<file path="src/rtl/swrt_pkg.sv">
/*
 * swrt_pkg: register map, field layout, reset values, timing constants and
 * delay-code decoders for the sequencer wait and reset timing block.
 * Assumes a 40 MHz system clock; all times are converted to cycles here.
 */
package swrt_pkg;

	// ****************************************
	// register offsets
	// ****************************************
	localparam logic [7:0] GATE_SLOT_SELECT_OFS      = 8'h92;
	localparam logic [7:0] RESERVED_A_OFS            = 8'h93;
	localparam logic [7:0] RESERVED_B_OFS            = 8'h94;
	localparam logic [7:0] DOMAIN_END_POINTERS_OFS   = 8'h95;
	localparam logic [7:0] PARTIAL_DOWN_POINTERS_OFS = 8'h96;
	localparam logic [7:0] GATE_CONTROL_OFS          = 8'h97;
	localparam logic [7:0] RESERVED_C_OFS            = 8'h98;
	localparam logic [7:0] RESET_RELEASE_TIMING_OFS  = 8'h99;
	localparam logic [7:0] SEQ_STATUS_OFS            = 8'hA0;

	// ****************************************
	// field positions
	// ****************************************
	localparam int HI_NIB_LSB       = 4;
	localparam int GATE_DIR_LSB     = 6;
	localparam int GATE_TIMEOUT_BIT = 5;
	localparam int GATE_KIND_BIT    = 4;
	localparam int RST_TRIG_LSB     = 6;
	localparam int DIR_UP_BIT       = 0;
	localparam int DIR_DOWN_BIT     = 1;

	// ****************************************
	// reset values
	// ****************************************
	localparam logic [7:0] GATE_SLOT_SELECT_RST      = 8'h00;
	localparam logic [7:0] DOMAIN_END_POINTERS_RST   = 8'h00;
	localparam logic [7:0] PARTIAL_DOWN_POINTERS_RST = 8'h00;
	localparam logic [7:0] GATE_CONTROL_RST          = 8'h00;
	localparam logic [7:0] RESET_RELEASE_TIMING_RST  = 8'h00;

	// ****************************************
	// reset timer trigger codes
	// ****************************************
	typedef enum logic [1:0] {
		SWRT_TRIG_WAKE, SWRT_TRIG_SYSTEM_DOMAIN_UP, SWRT_TRIG_POWER_DOMAIN_UP, SWRT_TRIG_LEAVE_RST
	} swrt_trig_e;

	// ****************************************
	// timing
	// ****************************************
	localparam int CLK_PERIOD_PS      = 25000;
	localparam int SLOT_UNIT_NS       = 32000;
	localparam int GATE_UNIT_NS       = 512000;
	localparam int GATE_TIMEOUT_MS    = 500;
	localparam int RESET_UNIT_NS      = 1024000;
	localparam int RESET_HI_STEP      = 32;
	localparam int RESET_LINEAR_LAST  = 32;
	localparam int SLOT_UNIT_CYC      = (SLOT_UNIT_NS * 1000 + CLK_PERIOD_PS - 1) / CLK_PERIOD_PS;
	localparam int GATE_UNIT_CYC      = (GATE_UNIT_NS * 1000 + CLK_PERIOD_PS - 1) / CLK_PERIOD_PS;
	localparam int RESET_UNIT_CYC     = (RESET_UNIT_NS * 1000 + CLK_PERIOD_PS - 1) / CLK_PERIOD_PS;
	localparam int GATE_TIMEOUT_CYC   = GATE_TIMEOUT_MS * (1000000000 / CLK_PERIOD_PS);
	localparam int UNITS_W            = 16;

	// ****************************************
	// delay-code decoders, results in timer units
	// ****************************************
	// slot time in 32 us units; step widens above code 8
	function automatic logic [UNITS_W-1:0] slot_units(input logic [3:0] code);
		logic [UNITS_W-1:0] u;
		u = 16'h0000;
		case (code)
			4'h9: u = 16'h000C;
			4'hA: u = 16'h000E;
			4'hB: u = 16'h0010;
			4'hC: u = 16'h0020;
			4'hD: u = 16'h0040;
			4'hE: u = 16'h0080;
			4'hF: u = 16'h0100;
			default: u = 16'({12'h000, code} + 16'h0001);
		endcase
		return u;
	endfunction

	// gate delay in 512 us units, doubling per code
	function automatic logic [UNITS_W-1:0] gate_units(input logic [3:0] code);
		logic [UNITS_W-1:0] u;
		u = 16'h0000;
		if (code != 4'h0) begin
			u = 16'h0001 << (code - 4'h1);
		end
		return u;
	endfunction

	// reset delay in 1.024 ms units: linear to 32, then 32-unit steps
	function automatic logic [UNITS_W-1:0] reset_units(input logic [5:0] code);
		logic [UNITS_W-1:0] u;
		u = {10'h000, code};
		if (code > 6'(RESET_LINEAR_LAST)) begin
			u = 16'((code - 6'(RESET_LINEAR_LAST - 1)) * RESET_HI_STEP);
		end
		return u;
	endfunction

endpackage

</file>
<file path="src/rtl/swrt_timer.sv">
/*
 * swrt_timer: prescaled one-shot delay timer; a start loads a count of units,
 * done pulses one cycle after the last unit elapses.
 * Assumes start and abort are one-cycle pulses from the same clock domain.
 */
`timescale 1ns/1ps
module swrt_timer import swrt_pkg::*; #(
	parameter int UNIT_CYC = 1
) (
	// clock and reset
	input  wire logic               clk,
	input  wire logic               resetn,
	// control
	input  wire logic               start,
	input  wire logic               abort,
	input  wire logic [UNITS_W-1:0] units,
	// status
	output logic                    busy_q,
	output logic                    done_q
);

	// ****************************************
	// counters
	// ****************************************
	logic [31:0]        pre_q;
	logic [UNITS_W-1:0] cnt_q;
	wire                unit_end = (pre_q == 32'(UNIT_CYC - 1));
	wire                last     = unit_end && (cnt_q == 16'h0001);

	always_ff @(posedge clk or negedge resetn) begin
		if (!resetn) begin
			pre_q  <= 32'h0000_0000;
			cnt_q  <= 16'h0000;
			busy_q <= 1'b0;
			done_q <= 1'b0;
		end else if (abort) begin
			pre_q  <= 32'h0000_0000;
			cnt_q  <= 16'h0000;
			busy_q <= 1'b0;
			done_q <= 1'b0;
		end else if (start) begin
			// zero units finishes at once, no unit is spent
			pre_q  <= 32'h0000_0000;
			cnt_q  <= units;
			busy_q <= (units != 16'h0000);
			done_q <= (units == 16'h0000);
		end else if (busy_q) begin
			pre_q  <= unit_end ? 32'h0000_0000 : pre_q + 32'h0000_0001;
			cnt_q  <= unit_end ? cnt_q - 16'h0001 : cnt_q;
			busy_q <= !last;
			done_q <= last;
		end else begin
			done_q <= 1'b0;
		end
	end

endmodule

</file>
<file path="src/rtl/swrt_top.sv">
/*
 * swrt_top: slot sequencer with a gate slot (pin or delay timer), domain end
 * and partial power-down pointers, and the reset-release delay timer.
 * Assumes all inputs synchronous to clk, requests and events as one-cycle
 * pulses, and a plain register port with read data one cycle later.
 */
// The plain strobed port was chosen for this implementation.
// Operation
// A 4-bit register field names the gate slot at which progress waits on the pin or a timer.
// The upper nibble ends the power domain and the lower nibble ends the system domain.
// The upper nibble marks where partial power-down stops, the lower ends the secondary domain.
// The direction field makes the gate slot wait never, on the way up, down, or both.
// With the timeout bit clear the pin wait is unlimited, when set it is cut at 500 ms.
// The kind bit chooses waiting for the pin to go active or for the delay timer to expire.
// The delay code gives zero at 0000 and 512 us doubling per step up to about 8.4 s.
// The trigger field starts the reset delay on wake, system up, power up or leaving reset.
// Software must not pick the leave-reset trigger while the reset output mode select is 1.
// The reset delay steps by 1.024 ms to 32.768 ms, then by 32.768 ms to 1048.576 ms.
// Slots are run in order, each lasting one slot duration, and each announces its number.
// The slot duration code runs from 32 us at 0000 to 8.192 ms at 1111.
// A gate timeout moves the sequencer on to the next slot instead of stalling.
`timescale 1ns/1ps
module swrt_top import swrt_pkg::*; #(
	parameter int SLOT_CYC    = SLOT_UNIT_CYC,
	parameter int GATE_CYC    = GATE_UNIT_CYC,
	parameter int TIMEOUT_CYC = GATE_TIMEOUT_CYC,
	parameter int RESET_CYC   = RESET_UNIT_CYC
) (
	// clock and reset
	input  wire logic       clk,
	input  wire logic       resetn,
	// register port
	input  wire logic [7:0] reg_addr,
	input  wire logic [7:0] reg_wdata,
	input  wire logic       reg_wr,
	input  wire logic       reg_rd,
	output logic      [7:0] reg_rdata_q,
	// sequencing requests and events
	input  wire logic       power_up_req,
	input  wire logic       power_down_req,
	input  wire logic       partial_down_req,
	input  wire logic       external_wake_event,
	input  wire logic       reset_state_exit,
	input  wire logic       slot_duration_code_in,
	input  wire logic [3:0] slot_duration_code,
	// gate pin
	input  wire logic       gate_input_pin,
	// sequencer outputs
	output logic      [3:0] slot_q,
	output logic            slot_step_q,
	output logic            seq_busy_q,
	output logic            seq_down_q,
	output logic            gate_waiting_q,
	output logic            gate_timeout_q,
	output logic            system_domain_up_q,
	output logic            power_domain_up_q,
	output logic            secondary_power_domain_up_q,
	output logic            reset_release_q
);

	// ****************************************
	// configuration registers
	// ****************************************
	logic [3:0] gate_slot_q;
	logic [7:0] domain_end_q;
	logic [7:0] partial_down_q;
	logic [7:0] gate_ctrl_q;
	logic [7:0] reset_timing_q;
	logic [3:0] slot_code_q;

	wire sel_gate_slot = (reg_addr == GATE_SLOT_SELECT_OFS);
	wire sel_dom_end   = (reg_addr == DOMAIN_END_POINTERS_OFS);
	wire sel_partial_shutdown_pointer = (reg_addr == PARTIAL_DOWN_POINTERS_OFS);
	wire sel_gate_ctrl = (reg_addr == GATE_CONTROL_OFS);
	wire sel_rst_time  = (reg_addr == RESET_RELEASE_TIMING_OFS);
	wire sel_status    = (reg_addr == SEQ_STATUS_OFS);

	always_ff @(posedge clk or negedge resetn) begin
		if (!resetn) begin
			gate_slot_q    <= GATE_SLOT_SELECT_RST[3:0];
			domain_end_q   <= DOMAIN_END_POINTERS_RST;
			partial_down_q <= PARTIAL_DOWN_POINTERS_RST;
			gate_ctrl_q    <= GATE_CONTROL_RST;
			reset_timing_q <= RESET_RELEASE_TIMING_RST;
		end else if (reg_wr) begin
			if (sel_gate_slot) gate_slot_q <= reg_wdata[3:0];
			if (sel_dom_end)   domain_end_q <= reg_wdata;
			if (sel_partial_shutdown_pointer) partial_down_q <= reg_wdata;
			if (sel_gate_ctrl) gate_ctrl_q <= reg_wdata;
			if (sel_rst_time)  reset_timing_q <= reg_wdata;
		end
	end

	// slot duration comes from outside the register set, held when loaded
	always_ff @(posedge clk or negedge resetn) begin
		if (!resetn) begin
			slot_code_q <= 4'h0;
		end else if (slot_duration_code_in) begin
			slot_code_q <= slot_duration_code;
		end
	end

	// ****************************************
	// field decode
	// ****************************************
	wire [3:0] power_end     = domain_end_q[HI_NIB_LSB +: 4];
	wire [3:0] system_end    = domain_end_q[3:0];
	wire [3:0] part_stop     = partial_down_q[HI_NIB_LSB +: 4];
	wire [3:0] secondary_end = partial_down_q[3:0];
	wire [1:0] gate_dir      = gate_ctrl_q[GATE_DIR_LSB +: 2];
	wire       gate_tmo_en   = gate_ctrl_q[GATE_TIMEOUT_BIT];
	wire       gate_kind_tmr = gate_ctrl_q[GATE_KIND_BIT];
	wire [3:0] gate_code     = gate_ctrl_q[3:0];
	wire [1:0] rst_trig      = reset_timing_q[RST_TRIG_LSB +: 2];
	wire [5:0] rst_code      = reset_timing_q[5:0];

	// the up run ends at the furthest of the three domain pointers
	wire [3:0] up_hi1 = (power_end > system_end) ? power_end : system_end;
	wire [3:0] up_end = (secondary_end > up_hi1) ? secondary_end : up_hi1;

	// ****************************************
	// timers
	// ****************************************
	logic slot_start, gate_start, tmo_start, rst_start, seq_abort;
	logic slot_done, gate_done, tmo_done, rst_done;

	// no abort here: leaving a gate starts this timer in the same cycle
	swrt_timer #(.UNIT_CYC(SLOT_CYC)) u_slot_tmr (
		.clk    (clk),
		.resetn (resetn),
		.start  (slot_start),
		.abort  (1'b0),
		.units  (slot_units(slot_code_q)),
		.busy_q (),
		.done_q (slot_done)
	);

	swrt_timer #(.UNIT_CYC(GATE_CYC)) u_gate_tmr (
		.clk    (clk),
		.resetn (resetn),
		.start  (gate_start),
		.abort  (seq_abort),
		.units  (gate_units(gate_code)),
		.busy_q (),
		.done_q (gate_done)
	);

	swrt_timer #(.UNIT_CYC(TIMEOUT_CYC)) u_tmo_tmr (
		.clk    (clk),
		.resetn (resetn),
		.start  (tmo_start),
		.abort  (seq_abort),
		.units  (16'h0001),
		.busy_q (),
		.done_q (tmo_done)
	);

	swrt_timer #(.UNIT_CYC(RESET_CYC)) u_rst_tmr (
		.clk    (clk),
		.resetn (resetn),
		.start  (rst_start),
		.abort  (1'b0),
		.units  (reset_units(rst_code)),
		.busy_q (),
		.done_q (rst_done)
	);

	// ****************************************
	// sequencer
	// ****************************************
	typedef enum logic [1:0] {SWRT_IDLE, SWRT_SLOT, SWRT_GATE} swrt_state_e;

	swrt_state_e state_q, state_d;
	logic [3:0]  slot_d;
	logic        down_d, busy_d, step_d, wait_d, tmo_flag_d;
	logic        system_domain_up_d, power_domain_up_d, sec_up_d;
	logic        stop_at_part_q, stop_at_part_d;
	logic        system_domain_up_evt, power_domain_up_evt;

	wire [3:0] down_stop  = stop_at_part_q ? part_stop : 4'h0;
	wire       gate_here  = (slot_q == gate_slot_q) &&
	                        (seq_down_q ? gate_dir[DIR_DOWN_BIT] : gate_dir[DIR_UP_BIT]);
	wire       last_slot  = seq_down_q ? (slot_q == down_stop) : (slot_q == up_end);
	wire       pin_ok     = !gate_kind_tmr && gate_input_pin;
	wire       tmr_ok     = gate_kind_tmr && gate_done;
	wire       tmo_hit    = !gate_kind_tmr && gate_tmo_en && tmo_done && !gate_input_pin;
	wire       gate_leave = pin_ok || tmr_ok || tmo_hit;
	wire       start_up   = !seq_busy_q && power_up_req;
	wire       start_down = !seq_busy_q && !start_up && (power_down_req || partial_down_req);

	always_comb begin
		state_d        = state_q;
		slot_d         = slot_q;
		down_d         = seq_down_q;
		busy_d         = seq_busy_q;
		step_d         = 1'b0;
		wait_d         = gate_waiting_q;
		tmo_flag_d     = gate_timeout_q;
		system_domain_up_d       = system_domain_up_q;
		power_domain_up_d       = power_domain_up_q;
		sec_up_d       = secondary_power_domain_up_q;
		stop_at_part_d = stop_at_part_q;
		slot_start     = 1'b0;
		gate_start     = 1'b0;
		tmo_start      = 1'b0;
		seq_abort      = 1'b0;
		system_domain_up_evt     = 1'b0;
		power_domain_up_evt     = 1'b0;
		case (state_q)
			SWRT_IDLE: begin
				if (start_up) begin
					state_d    = SWRT_SLOT;
					slot_d     = 4'h0;
					down_d     = 1'b0;
					busy_d     = 1'b1;
					step_d     = 1'b1;
					tmo_flag_d = 1'b0;
					slot_start = 1'b1;
				end else if (start_down) begin
					// downward run starts from the top slot of the up run
					state_d        = SWRT_SLOT;
					slot_d         = up_end;
					down_d         = 1'b1;
					busy_d         = 1'b1;
					step_d         = 1'b1;
					tmo_flag_d     = 1'b0;
					stop_at_part_d = partial_down_req && !power_down_req;
					slot_start     = 1'b1;
					system_domain_up_d       = 1'b0;
					power_domain_up_d       = 1'b0;
					sec_up_d       = 1'b0;
				end
			end
			SWRT_SLOT: begin
				if (slot_done) begin
					if (!seq_down_q && slot_q == system_end) begin
						system_domain_up_d   = 1'b1;
						system_domain_up_evt = 1'b1;
					end
					if (!seq_down_q && slot_q == power_end) begin
						power_domain_up_d   = 1'b1;
						power_domain_up_evt = 1'b1;
					end
					if (!seq_down_q && slot_q == secondary_end) begin
						sec_up_d = 1'b1;
					end
					if (gate_here) begin
						state_d    = SWRT_GATE;
						wait_d     = 1'b1;
						gate_start = gate_kind_tmr;
						tmo_start  = !gate_kind_tmr && gate_tmo_en;
					end else if (last_slot) begin
						state_d = SWRT_IDLE;
						busy_d  = 1'b0;
					end else begin
						slot_d     = seq_down_q ? slot_q - 4'h1 : slot_q + 4'h1;
						step_d     = 1'b1;
						slot_start = 1'b1;
					end
				end
			end
			SWRT_GATE: begin
				if (gate_leave) begin
					wait_d     = 1'b0;
					tmo_flag_d = tmo_hit || gate_timeout_q;
					seq_abort  = 1'b1;
					if (last_slot) begin
						state_d = SWRT_IDLE;
						busy_d  = 1'b0;
					end else begin
						state_d    = SWRT_SLOT;
						slot_d     = seq_down_q ? slot_q - 4'h1 : slot_q + 4'h1;
						step_d     = 1'b1;
						slot_start = 1'b1;
					end
				end
			end
			default: begin
				state_d = SWRT_IDLE;
				busy_d  = 1'b0;
			end
		endcase
	end

	always_ff @(posedge clk or negedge resetn) begin
		if (!resetn) begin
			state_q                     <= SWRT_IDLE;
			slot_q                      <= 4'h0;
			seq_down_q                  <= 1'b0;
			seq_busy_q                  <= 1'b0;
			slot_step_q                 <= 1'b0;
			gate_waiting_q              <= 1'b0;
			gate_timeout_q              <= 1'b0;
			system_domain_up_q          <= 1'b0;
			power_domain_up_q           <= 1'b0;
			secondary_power_domain_up_q <= 1'b0;
			stop_at_part_q              <= 1'b0;
		end else begin
			state_q                     <= state_d;
			slot_q                      <= slot_d;
			seq_down_q                  <= down_d;
			seq_busy_q                  <= busy_d;
			slot_step_q                 <= step_d;
			gate_waiting_q              <= wait_d;
			gate_timeout_q              <= tmo_flag_d;
			system_domain_up_q          <= system_domain_up_d;
			power_domain_up_q           <= power_domain_up_d;
			secondary_power_domain_up_q <= sec_up_d;
			stop_at_part_q              <= stop_at_part_d;
		end
	end

	// ****************************************
	// reset-release timer
	// ****************************************
	// leave-reset trigger assumes the reset output mode select is 0
	logic rst_event;

	always_comb begin
		case (swrt_trig_e'(rst_trig))
			SWRT_TRIG_WAKE:    rst_event = external_wake_event;
			SWRT_TRIG_SYSTEM_DOMAIN_UP:  rst_event = system_domain_up_evt;
			SWRT_TRIG_POWER_DOMAIN_UP:  rst_event = power_domain_up_evt;
			default:           rst_event = reset_state_exit;
		endcase
	end

	assign rst_start = rst_event;

	// a new trigger restarts the delay; a down run takes release away
	always_ff @(posedge clk or negedge resetn) begin
		if (!resetn) begin
			reset_release_q <= 1'b0;
		end else if (rst_done) begin
			reset_release_q <= 1'b1;
		end else if (start_down || rst_event) begin
			reset_release_q <= 1'b0;
		end
	end

	// ****************************************
	// read port
	// ****************************************
	// reserved and unmapped offsets read zero; data valid one cycle only
	wire [7:0] status_val = {reset_release_q, gate_timeout_q, gate_waiting_q, seq_busy_q, slot_q};
	logic [7:0] rd_val;

	always_comb begin
		if (sel_gate_slot) begin
			rd_val = {4'h0, gate_slot_q};
		end else if (sel_dom_end) begin
			rd_val = domain_end_q;
		end else if (sel_partial_shutdown_pointer) begin
			rd_val = partial_down_q;
		end else if (sel_gate_ctrl) begin
			rd_val = gate_ctrl_q;
		end else if (sel_rst_time) begin
			rd_val = reset_timing_q;
		end else if (sel_status) begin
			rd_val = status_val;
		end else begin
			rd_val = 8'h00;
		end
	end

	always_ff @(posedge clk or negedge resetn) begin
		if (!resetn) begin
			reg_rdata_q <= 8'h00;
		end else begin
			reg_rdata_q <= reg_rd ? rd_val : 8'h00;
		end
	end

endmodule

</file>
<file path="config.mk">
export PLATFORM = sky130hd
export DESIGN_NAME = swrt_top
export DESIGN_NICKNAME = d
export VERILOG_FILES = /design/src/rtl/swrt_pkg.sv /design/src/rtl/swrt_timer.sv /design/src/rtl/swrt_top.sv
export SDC_FILE = /design/constraint.sdc
export NUM_CORES = 1
export LEC_CHECK = 0
export BUFFER_PORTS_ARGS = -buffer_cell sky130_fd_sc_hd__buf_2
export CAP_MARGIN = 5
export CELL_PAD_IN_SITES_DETAIL_PLACEMENT = 1
export CELL_PAD_IN_SITES_GLOBAL_PLACEMENT = 2
export CORE_MARGIN = 3
export CORE_UTILIZATION = 41
export CTS_CLUSTER_SIZE = 24
export DETAILED_ROUTE_END_ITERATION = 10
export MAX_ROUTING_LAYER = met4
export PLACE_DENSITY = 0.91
export SYNTH_ARGS = -nofsm -noshare
export SYNTH_HDL_FRONTEND = slang
export SYNTH_HIERARCHICAL = 1
export SYNTH_SLANG_ARGS = --single-unit
export TNS_END_PERCENT = 50
</file>
<file path="constraint.sdc">
create_clock -name clk -period 5.7 [get_ports clk]
set_input_delay 0.285 -clock clk [delete_from_list [all_inputs] [get_ports clk]]
set_output_delay 0.285 -clock clk [all_outputs]
set_load 0.01 [all_outputs]
</file>
# After elaboration in Yosys (flattened, before gate mapping)
# Cells that the tools add are included.
# op_classes
add_sub_neg	13
mul	0
n_div	0
order_cmp	3
eq_ne	42
shift	1
n_mux	129
n_bitwise	1
n_reduce_logical	74
# op_table
cell	n
two-way mux 32 bit	14
two-way mux 16 bit	16
adder 32 x 1 -> 32 bit, second input constant	4
two-way mux 1 bit	65
equality test 16 x 1 -> 1 bit, second input constant	4
subtractor 16 x 1 -> 16 bit, second input constant	4
case mux 9 bit (7 select lines)	1
two-way mux 8 bit	7
equality test 8 bit, second input constant	6
logical NOT 16 bit	3
nonzero test 16 bit	3
two-way mux 4 bit	10
equality test 32 x 11 -> 1 bit, second input constant	1
equality test 32 x 15 -> 1 bit, second input constant	1
equality test 32 x 16 -> 1 bit, second input constant	1
equality test 32 x 25 -> 1 bit, second input constant	1
equality test 4 bit, second input constant	7
equality test 4 bit	6
AND reduction 2 bit	10
AND reduction 5 bit	4
nonzero test 2 bit	9
logical AND 1 bit	17
!= test 2 bit, second input constant	8
<< shifter 1 x 4 -> 16 bit, first input constant	1
other kinds (23)	60
# word_totals
register_bits	264
latchBits	0
mem_bits_rw	0
rom_bits	0
inputBits	31
output_inout_bits	21
wordCells	298
mem_count	0

# Depth between registers and ports, before layout
# logic_depth
word_depth	12
depth_mapped	24
mapped_depth_nobuf	21

# By module
# Netlist, hierarchy kept.
# modules_own_cells
module	n_inst	cells_per_inst	area_per_inst_um2	seq_area_each_um2
swrt_top	1	480	4508.1	1601.5
swrt_timer at u_gate_tmr	1	333	3389.5	1251.2
swrt_timer at u_tmo_tmr	1	337	3014.1	1251.2
swrt_timer at u_rst_tmr	1	332	2997.9	1251.2
swrt_timer at u_slot_tmr	1	310	2934.1	1251.2

# Worst setup path before layout
# Ideal clock, no wire load.
# synth_timing
path_type	reg-to-reg
startpoint	register domain_end_q[1]
endpoint	register u_slot_tmr.pre_q[17]
setup_time_ps	119
t_arrival_ps	4349
required_time_ps	5581
path_slack_ps	1233
stages_incl_launch_ff	24
path_buffers	3
synth_period_minus_slack_ps	4467
cell_sequence	dfrtp_1 -> inv_1 -> ha_1 -> nor2b_4 -> o211a_4 -> o21a_4 -> o21a_1 -> ha_1 -> nor2b_1 -> o21ai_2 -> a21o_1 -> buf_2 -> o2111ai_1 -> o211ai_2 -> nand4b_4 -> nand2_1 -> a21oi_1 -> clkbuf_1 -> or3_1 -> nand2b_1 -> clkbuf_1 -> nor4_1 -> o21ai_0 -> a21bo_1
# synth_via
elab_chain_len	11
elab_cells_between_ends	13
cone_classes	order compare (2); eq/ne (1); mux (9); reduce/logical (1)
# synth_lines
element	line	rtl
start, declared	swrt_top.sv:65	logic [7:0] domain_end_q;
start signal, assigned	swrt_top.sv:87	if (sel_dom_end) domain_end_q <= reg_wdata;
> comparator 4 bit	swrt_top.sv:118	wire [3:0] up_hi1 = (power_end > system_end) ? power_end : system_end;
two-way mux 4 bit (*)	swrt_top.sv:118	
> comparator 4 bit	swrt_top.sv:119	wire [3:0] up_end = (secondary_end > up_hi1) ? secondary_end : up_hi1;
two-way mux 4 bit (*)	swrt_top.sv:119	
equality test 4 bit (*)	swrt_top.sv:183	wire last_slot = seq_down_q ? (slot_q == down_stop) : (slot_q == up_end);
two-way mux 1 bit (*)	swrt_top.sv:183	
two-way mux 1 bit (*)	swrt_top.sv:252, swrt_top.sv:267	
two-way mux 1 bit	swrt_top.sv:247	if (gate_here) begin
two-way mux 1 bit	swrt_top.sv:235	if (slot_done) begin
case mux 1 bit (3 select lines) (*)	swrt_top.sv:209	case (state_q)
named net slot_start	swrt_top.sv:124	logic slot_start, gate_start, tmo_start, rst_start, seq_abort;
two-way mux 32 bit / nonzero test 2 bit (equally long branches)	--	
end signal, assigned	swrt_timer.sv:48	pre_q <= unit_end ? 32'h0000_0000 : pre_q + 32'h0000_0001;
end, declared	swrt_timer.sv:25	logic [31:0] pre_q;
# Mark *: on every way through the listed nets, which the timed path passes. The rest lies on a longest branch.
# A chain may end at the register's enable or synchronous reset.

# Worst setup path after layout
# layout_timing
startpoint	register domain_end_q[1]
endpoint	register u_slot_tmr.pre_q[11]
# Same word-level chain as after synthesis.

==> impl_metrics.toml <==
[route]
wire_per_inst_um = 18.9
route.detailed.drc = 0
dr.pass1.iters = 5
totalWireLength_um = 46000
postRouteAntennaNets = 0
vias = 14000
via_per_inst = 5.72
drtIter0Drc = 808

[yosys]
synth.most_common_cell = "dfrtp_1"
ys_async_sr_fraction_pct = 100
syn_area_sq_um = 16800
synth_top_area_share_pct = 39.2
synth.top_cells.by_count = "dfrtp_1 (264), nor2_1 (209), nand2_1 (110), nand3_1 (84)"
yosysWarnings = 6
ys_ff_latch = 264
yosysTopAreaCell = "dfrtp_1"
synth.avg_cell_area_sq_um = 9.40
synth_top_flop_cell = "dfrtp_1"
netlist_instances = 1792
yosysSeqAreaShare_pct = 39.2
synthTopCellsByArea = "dfrtp_1 (39%), nor2_1 (4.7%), xnor2_1 (4.2%), xor2_1 (4.2%), ha_1 (2.7%)"
synthDistinctLibCells = 108
synth-edff-count = 0

[cts]
htree_levels = 1
clkLatencyLatePin_ps = 570
cts_setup_buffers = 0
postCtsResizedCells = 0
cts_tree = "built"
cts-root-buf = "clkbuf_16"
path_clk_slew_ps = 60
hold_buffers = 10
clock_path_buffers = 3
clock-sinks = 264
cts_buffers = 31

[floorplanning]
dieHeight_um = 209
die-area_sq_um = 43500
io_pins = 52
core_sq_um = 40200
start_util_pct = 41.9
die_w_um = 209
placementRows = 73

[power_and_ir_drop]
worst_ir_drop_vdd_v = 0.000259
power.density_nw_per_um2 = 298
p_leak_nw = 7.85

[worst_setup_path]
crit_fanout = 16
worstPathArrival_ps = 5580
worstReg2RegEnd = "u_slot_tmr/pre_q[11]$_DFFE_PN0P_"
worstReg2RegStart = "domain_end_q[1]$_DFFE_PN0P_"
criticalPathCategory = "reg2reg"
max_stage_delay_ps = 650
startpoint = "domain_end_q[1]$_DFFE_PN0P_"
worstSetupEndpoint = "u_slot_tmr/pre_q[11]$_DFFE_PN0P_"
rr_worst_depth = 22
crit_path_end_kind = "register"
r2r_slack_ps = 540
cp.required_ps = 6120
cp_num_buf_inv = 3
start_kind = "register"
cp_slowest_cell = "a21oi_1"
cpLargestDelayFamily = "compound AO/OA/AOI/OAI gates"
cp.depth = 22
path_cells = "inv_1, ha_1, nor2b_4, o211a_4, o211ai_1, o21a_1, inv_1, ha_1, nand4_1, o21ai_1, a21o_1, o2111ai_1, o211a_1, nand4b_4, nand2_1, a21oi_1, nor3_1, buf_4, nor4_1, nand3_1, xor2_1, nor2_1"

[timing]
fmax_mhz = 194
timing.final.crit_share_pct = 90.6
rsz0062_at_grt = "false"
maxSlewViolCount = 0
slew_headroom_pct = 33.1
setup_viol = 0
worst_pin_slew_ps = 993
final.setup.tns_ps = 0
period_needed_ps = 5160
finClkSkew_ps = 14.0
hold_violations = 0

[finish]
fin_util_pct = 46.7
drive_gt1_share_pct = 11.9
diodes = 0
final_nets = 1960
area_delta_synth_final_pct = 11.5
n_fill_cell = 4666

[hold_path]
min_path_type = "in2reg"
hp-start = "slot_duration_code_in"

[placement]
gp_congestion = 0.876
portBuffers = 51
dpl.hpwl_um = 32600

[job]
maxCapViolCount = 0

[grt]
grt_max_degree = 126
antenna_found_initial = 0
grt_pass1_wl_um = 78300
gr-usage-all-layers_pct = 21.8
grt_overflow = 0
grt_pass1_vias = 14900

[outcome]
status = "completed"
[how the worst min path moves through the flow]
| stage | endpoint | slack, ps | cells after the start |
|---|---|---|---|
| finish | slot_code_q[2]$_DFFE_PN0P_ | 40 | 2 |
| global route | gate_ctrl_q[3]$_DFFE_PN0P_ | 20 | 2 |
| CTS | slot_code_q[2]$_DFFE_PN0P_ | 10 | 2 |
| detailed placement | reg_rdata_q[3]$_DFF_PN0_ | 350 | 1 |
| global placement | reg_rdata_q[3]$_DFF_PN0_ | 350 | 1 |
| floorplan | domain_end_q[0]$_DFFE_PN0P_ | -10 | 0 |
[sequential cells by signal, indices dropped and copies added, names as in the netlist, 8 cells and up]
name and count:
u_gate_tmr/pre_q 32, u_rst_tmr/pre_q 32, u_slot_tmr/pre_q 32, u_tmo_tmr/pre_q 32
u_gate_tmr/cnt_q 16, u_rst_tmr/cnt_q 16, u_slot_tmr/cnt_q 16, u_tmo_tmr/cnt_q 16
domain_end_q 8, gate_ctrl_q 8, partial_down_q 8, reg_rdata_q 8
reset_timing_q 8
[final cells by class]
| class | instances | area (sq um) | area share, % |
|---|---|---|---|
| Clock buffer | 48 | 900 | 4.79 |
| Clock inverter | 7 | 35.0 | 0.186 |
| Multi-Input combinational cell | 1451 | 9840 | 52.4 |
| Sequential cell | 264 | 6610 | 35.2 |
| Timing Repair Buffer | 78 | 505 | 2.69 |
| Inverter | 66 | 248 | 1.32 |
| Tap cell | 525 | 657 | 3.50 |
[layout by cell type, fill, tap and decap left out, types with 10 or more instances in the layout]
| cell type | instances |
|---|---|
| mux2_1 | 29 |
| and3_1 | 36 |
| and4_1 | 20 |
| xor2_1 | 80 |
| mux2i_1 | 14 |
| or4_1 | 14 |
| buf_4 | 16 |
| nor2_4 | 20 |
| a311oi_1 | 11 |
| nand4_1 | 58 |
| nor2_1 | 208 |
| dlygate4sd3_1 | 10 |
| nand2_1 | 110 |
| nor4b_1 | 10 |
| a31oi_1 | 13 |
| inv_1 | 65 |
| nor4_2 | 20 |
| mux2_2 | 19 |
| nor2b_1 | 24 |
| nand3_1 | 84 |
| conb_1 | 66 |
| o21ai_0 | 36 |
| nand2b_1 | 20 |
| clkbuf_1 | 11 |
| o21a_1 | 18 |
| o31ai_1 | 16 |
| xnor2_1 | 80 |
| a22oi_1 | 13 |
| or3_1 | 21 |
| buf_2 | 50 |
| ha_1 | 36 |
| and2_1 | 18 |
| nor3_1 | 58 |
| nor4_1 | 70 |
| a21oi_1 | 43 |
| a211oi_1 | 30 |
| clkbuf_16 | 31 |
| dfrtp_1 | 264 |
[metal layers]
layer  GRT usage [%]  part of all wire [%]
met1            28.7                    46
met2            36.6                    49
met3            2.45                   2.9
met4            4.20                   1.9
met5               -                     0
[cells by family (layout without fill, tap and decap cells)]
| group | after synthesis | in the layout | share of synthesized area (%) |
|---|---|---|---|
| compound gates | 262 | 262 | 11.2 |
| xor+xnor | 160 | 160 | 8.32 |
| fa+ha+maj | 37 | 37 | 2.79 |
| buf+inv | 141 | 199 | 3.97 |
| flops | 264 | 264 | 39.2 |
| mux | 62 | 62 | 4.04 |
| other cells | 2 | 66 | 0.0446 |
| simple gates | 864 | 864 | 30.4 |
[power by group]
group | internal, mW | leakage, nW | switching, mW | total, mW
clock | 1.07 | 0.466 | 0.792 | 1.86
combinational | 0.572 | 3.86 | 0.824 | 1.40
sequential | 2.04 | 3.53 | 0.297 | 2.34
total | 3.69 | 7.85 | 1.91 | 5.60
[metrics by stage]
| stage | setup slack, ps | total power [mW] | cells | hold WS [ps] | cell area (sq um) |
|---|---|---|---|---|---|
| 2_1_floorplan | 1230 | 3.32 | 1856 | -10.6 | 17100 |
| 3_3_place_gp | 781 | 3.68 | 2374 | 346 | 17800 |
| 3_5_place_dp | 581 | 3.74 | 2374 | 351 | 17800 |
| 4_1_cts | 550 | 5.66 | 2439 | 13.0 | 18800 |
| 5_1_grt | 165 | 5.94 | 2439 | 23.8 | 18800 |
| 6_report | 535 | 5.60 | 2439 | 40.7 | 18800 |
Power figures use the tool's default switching activity.
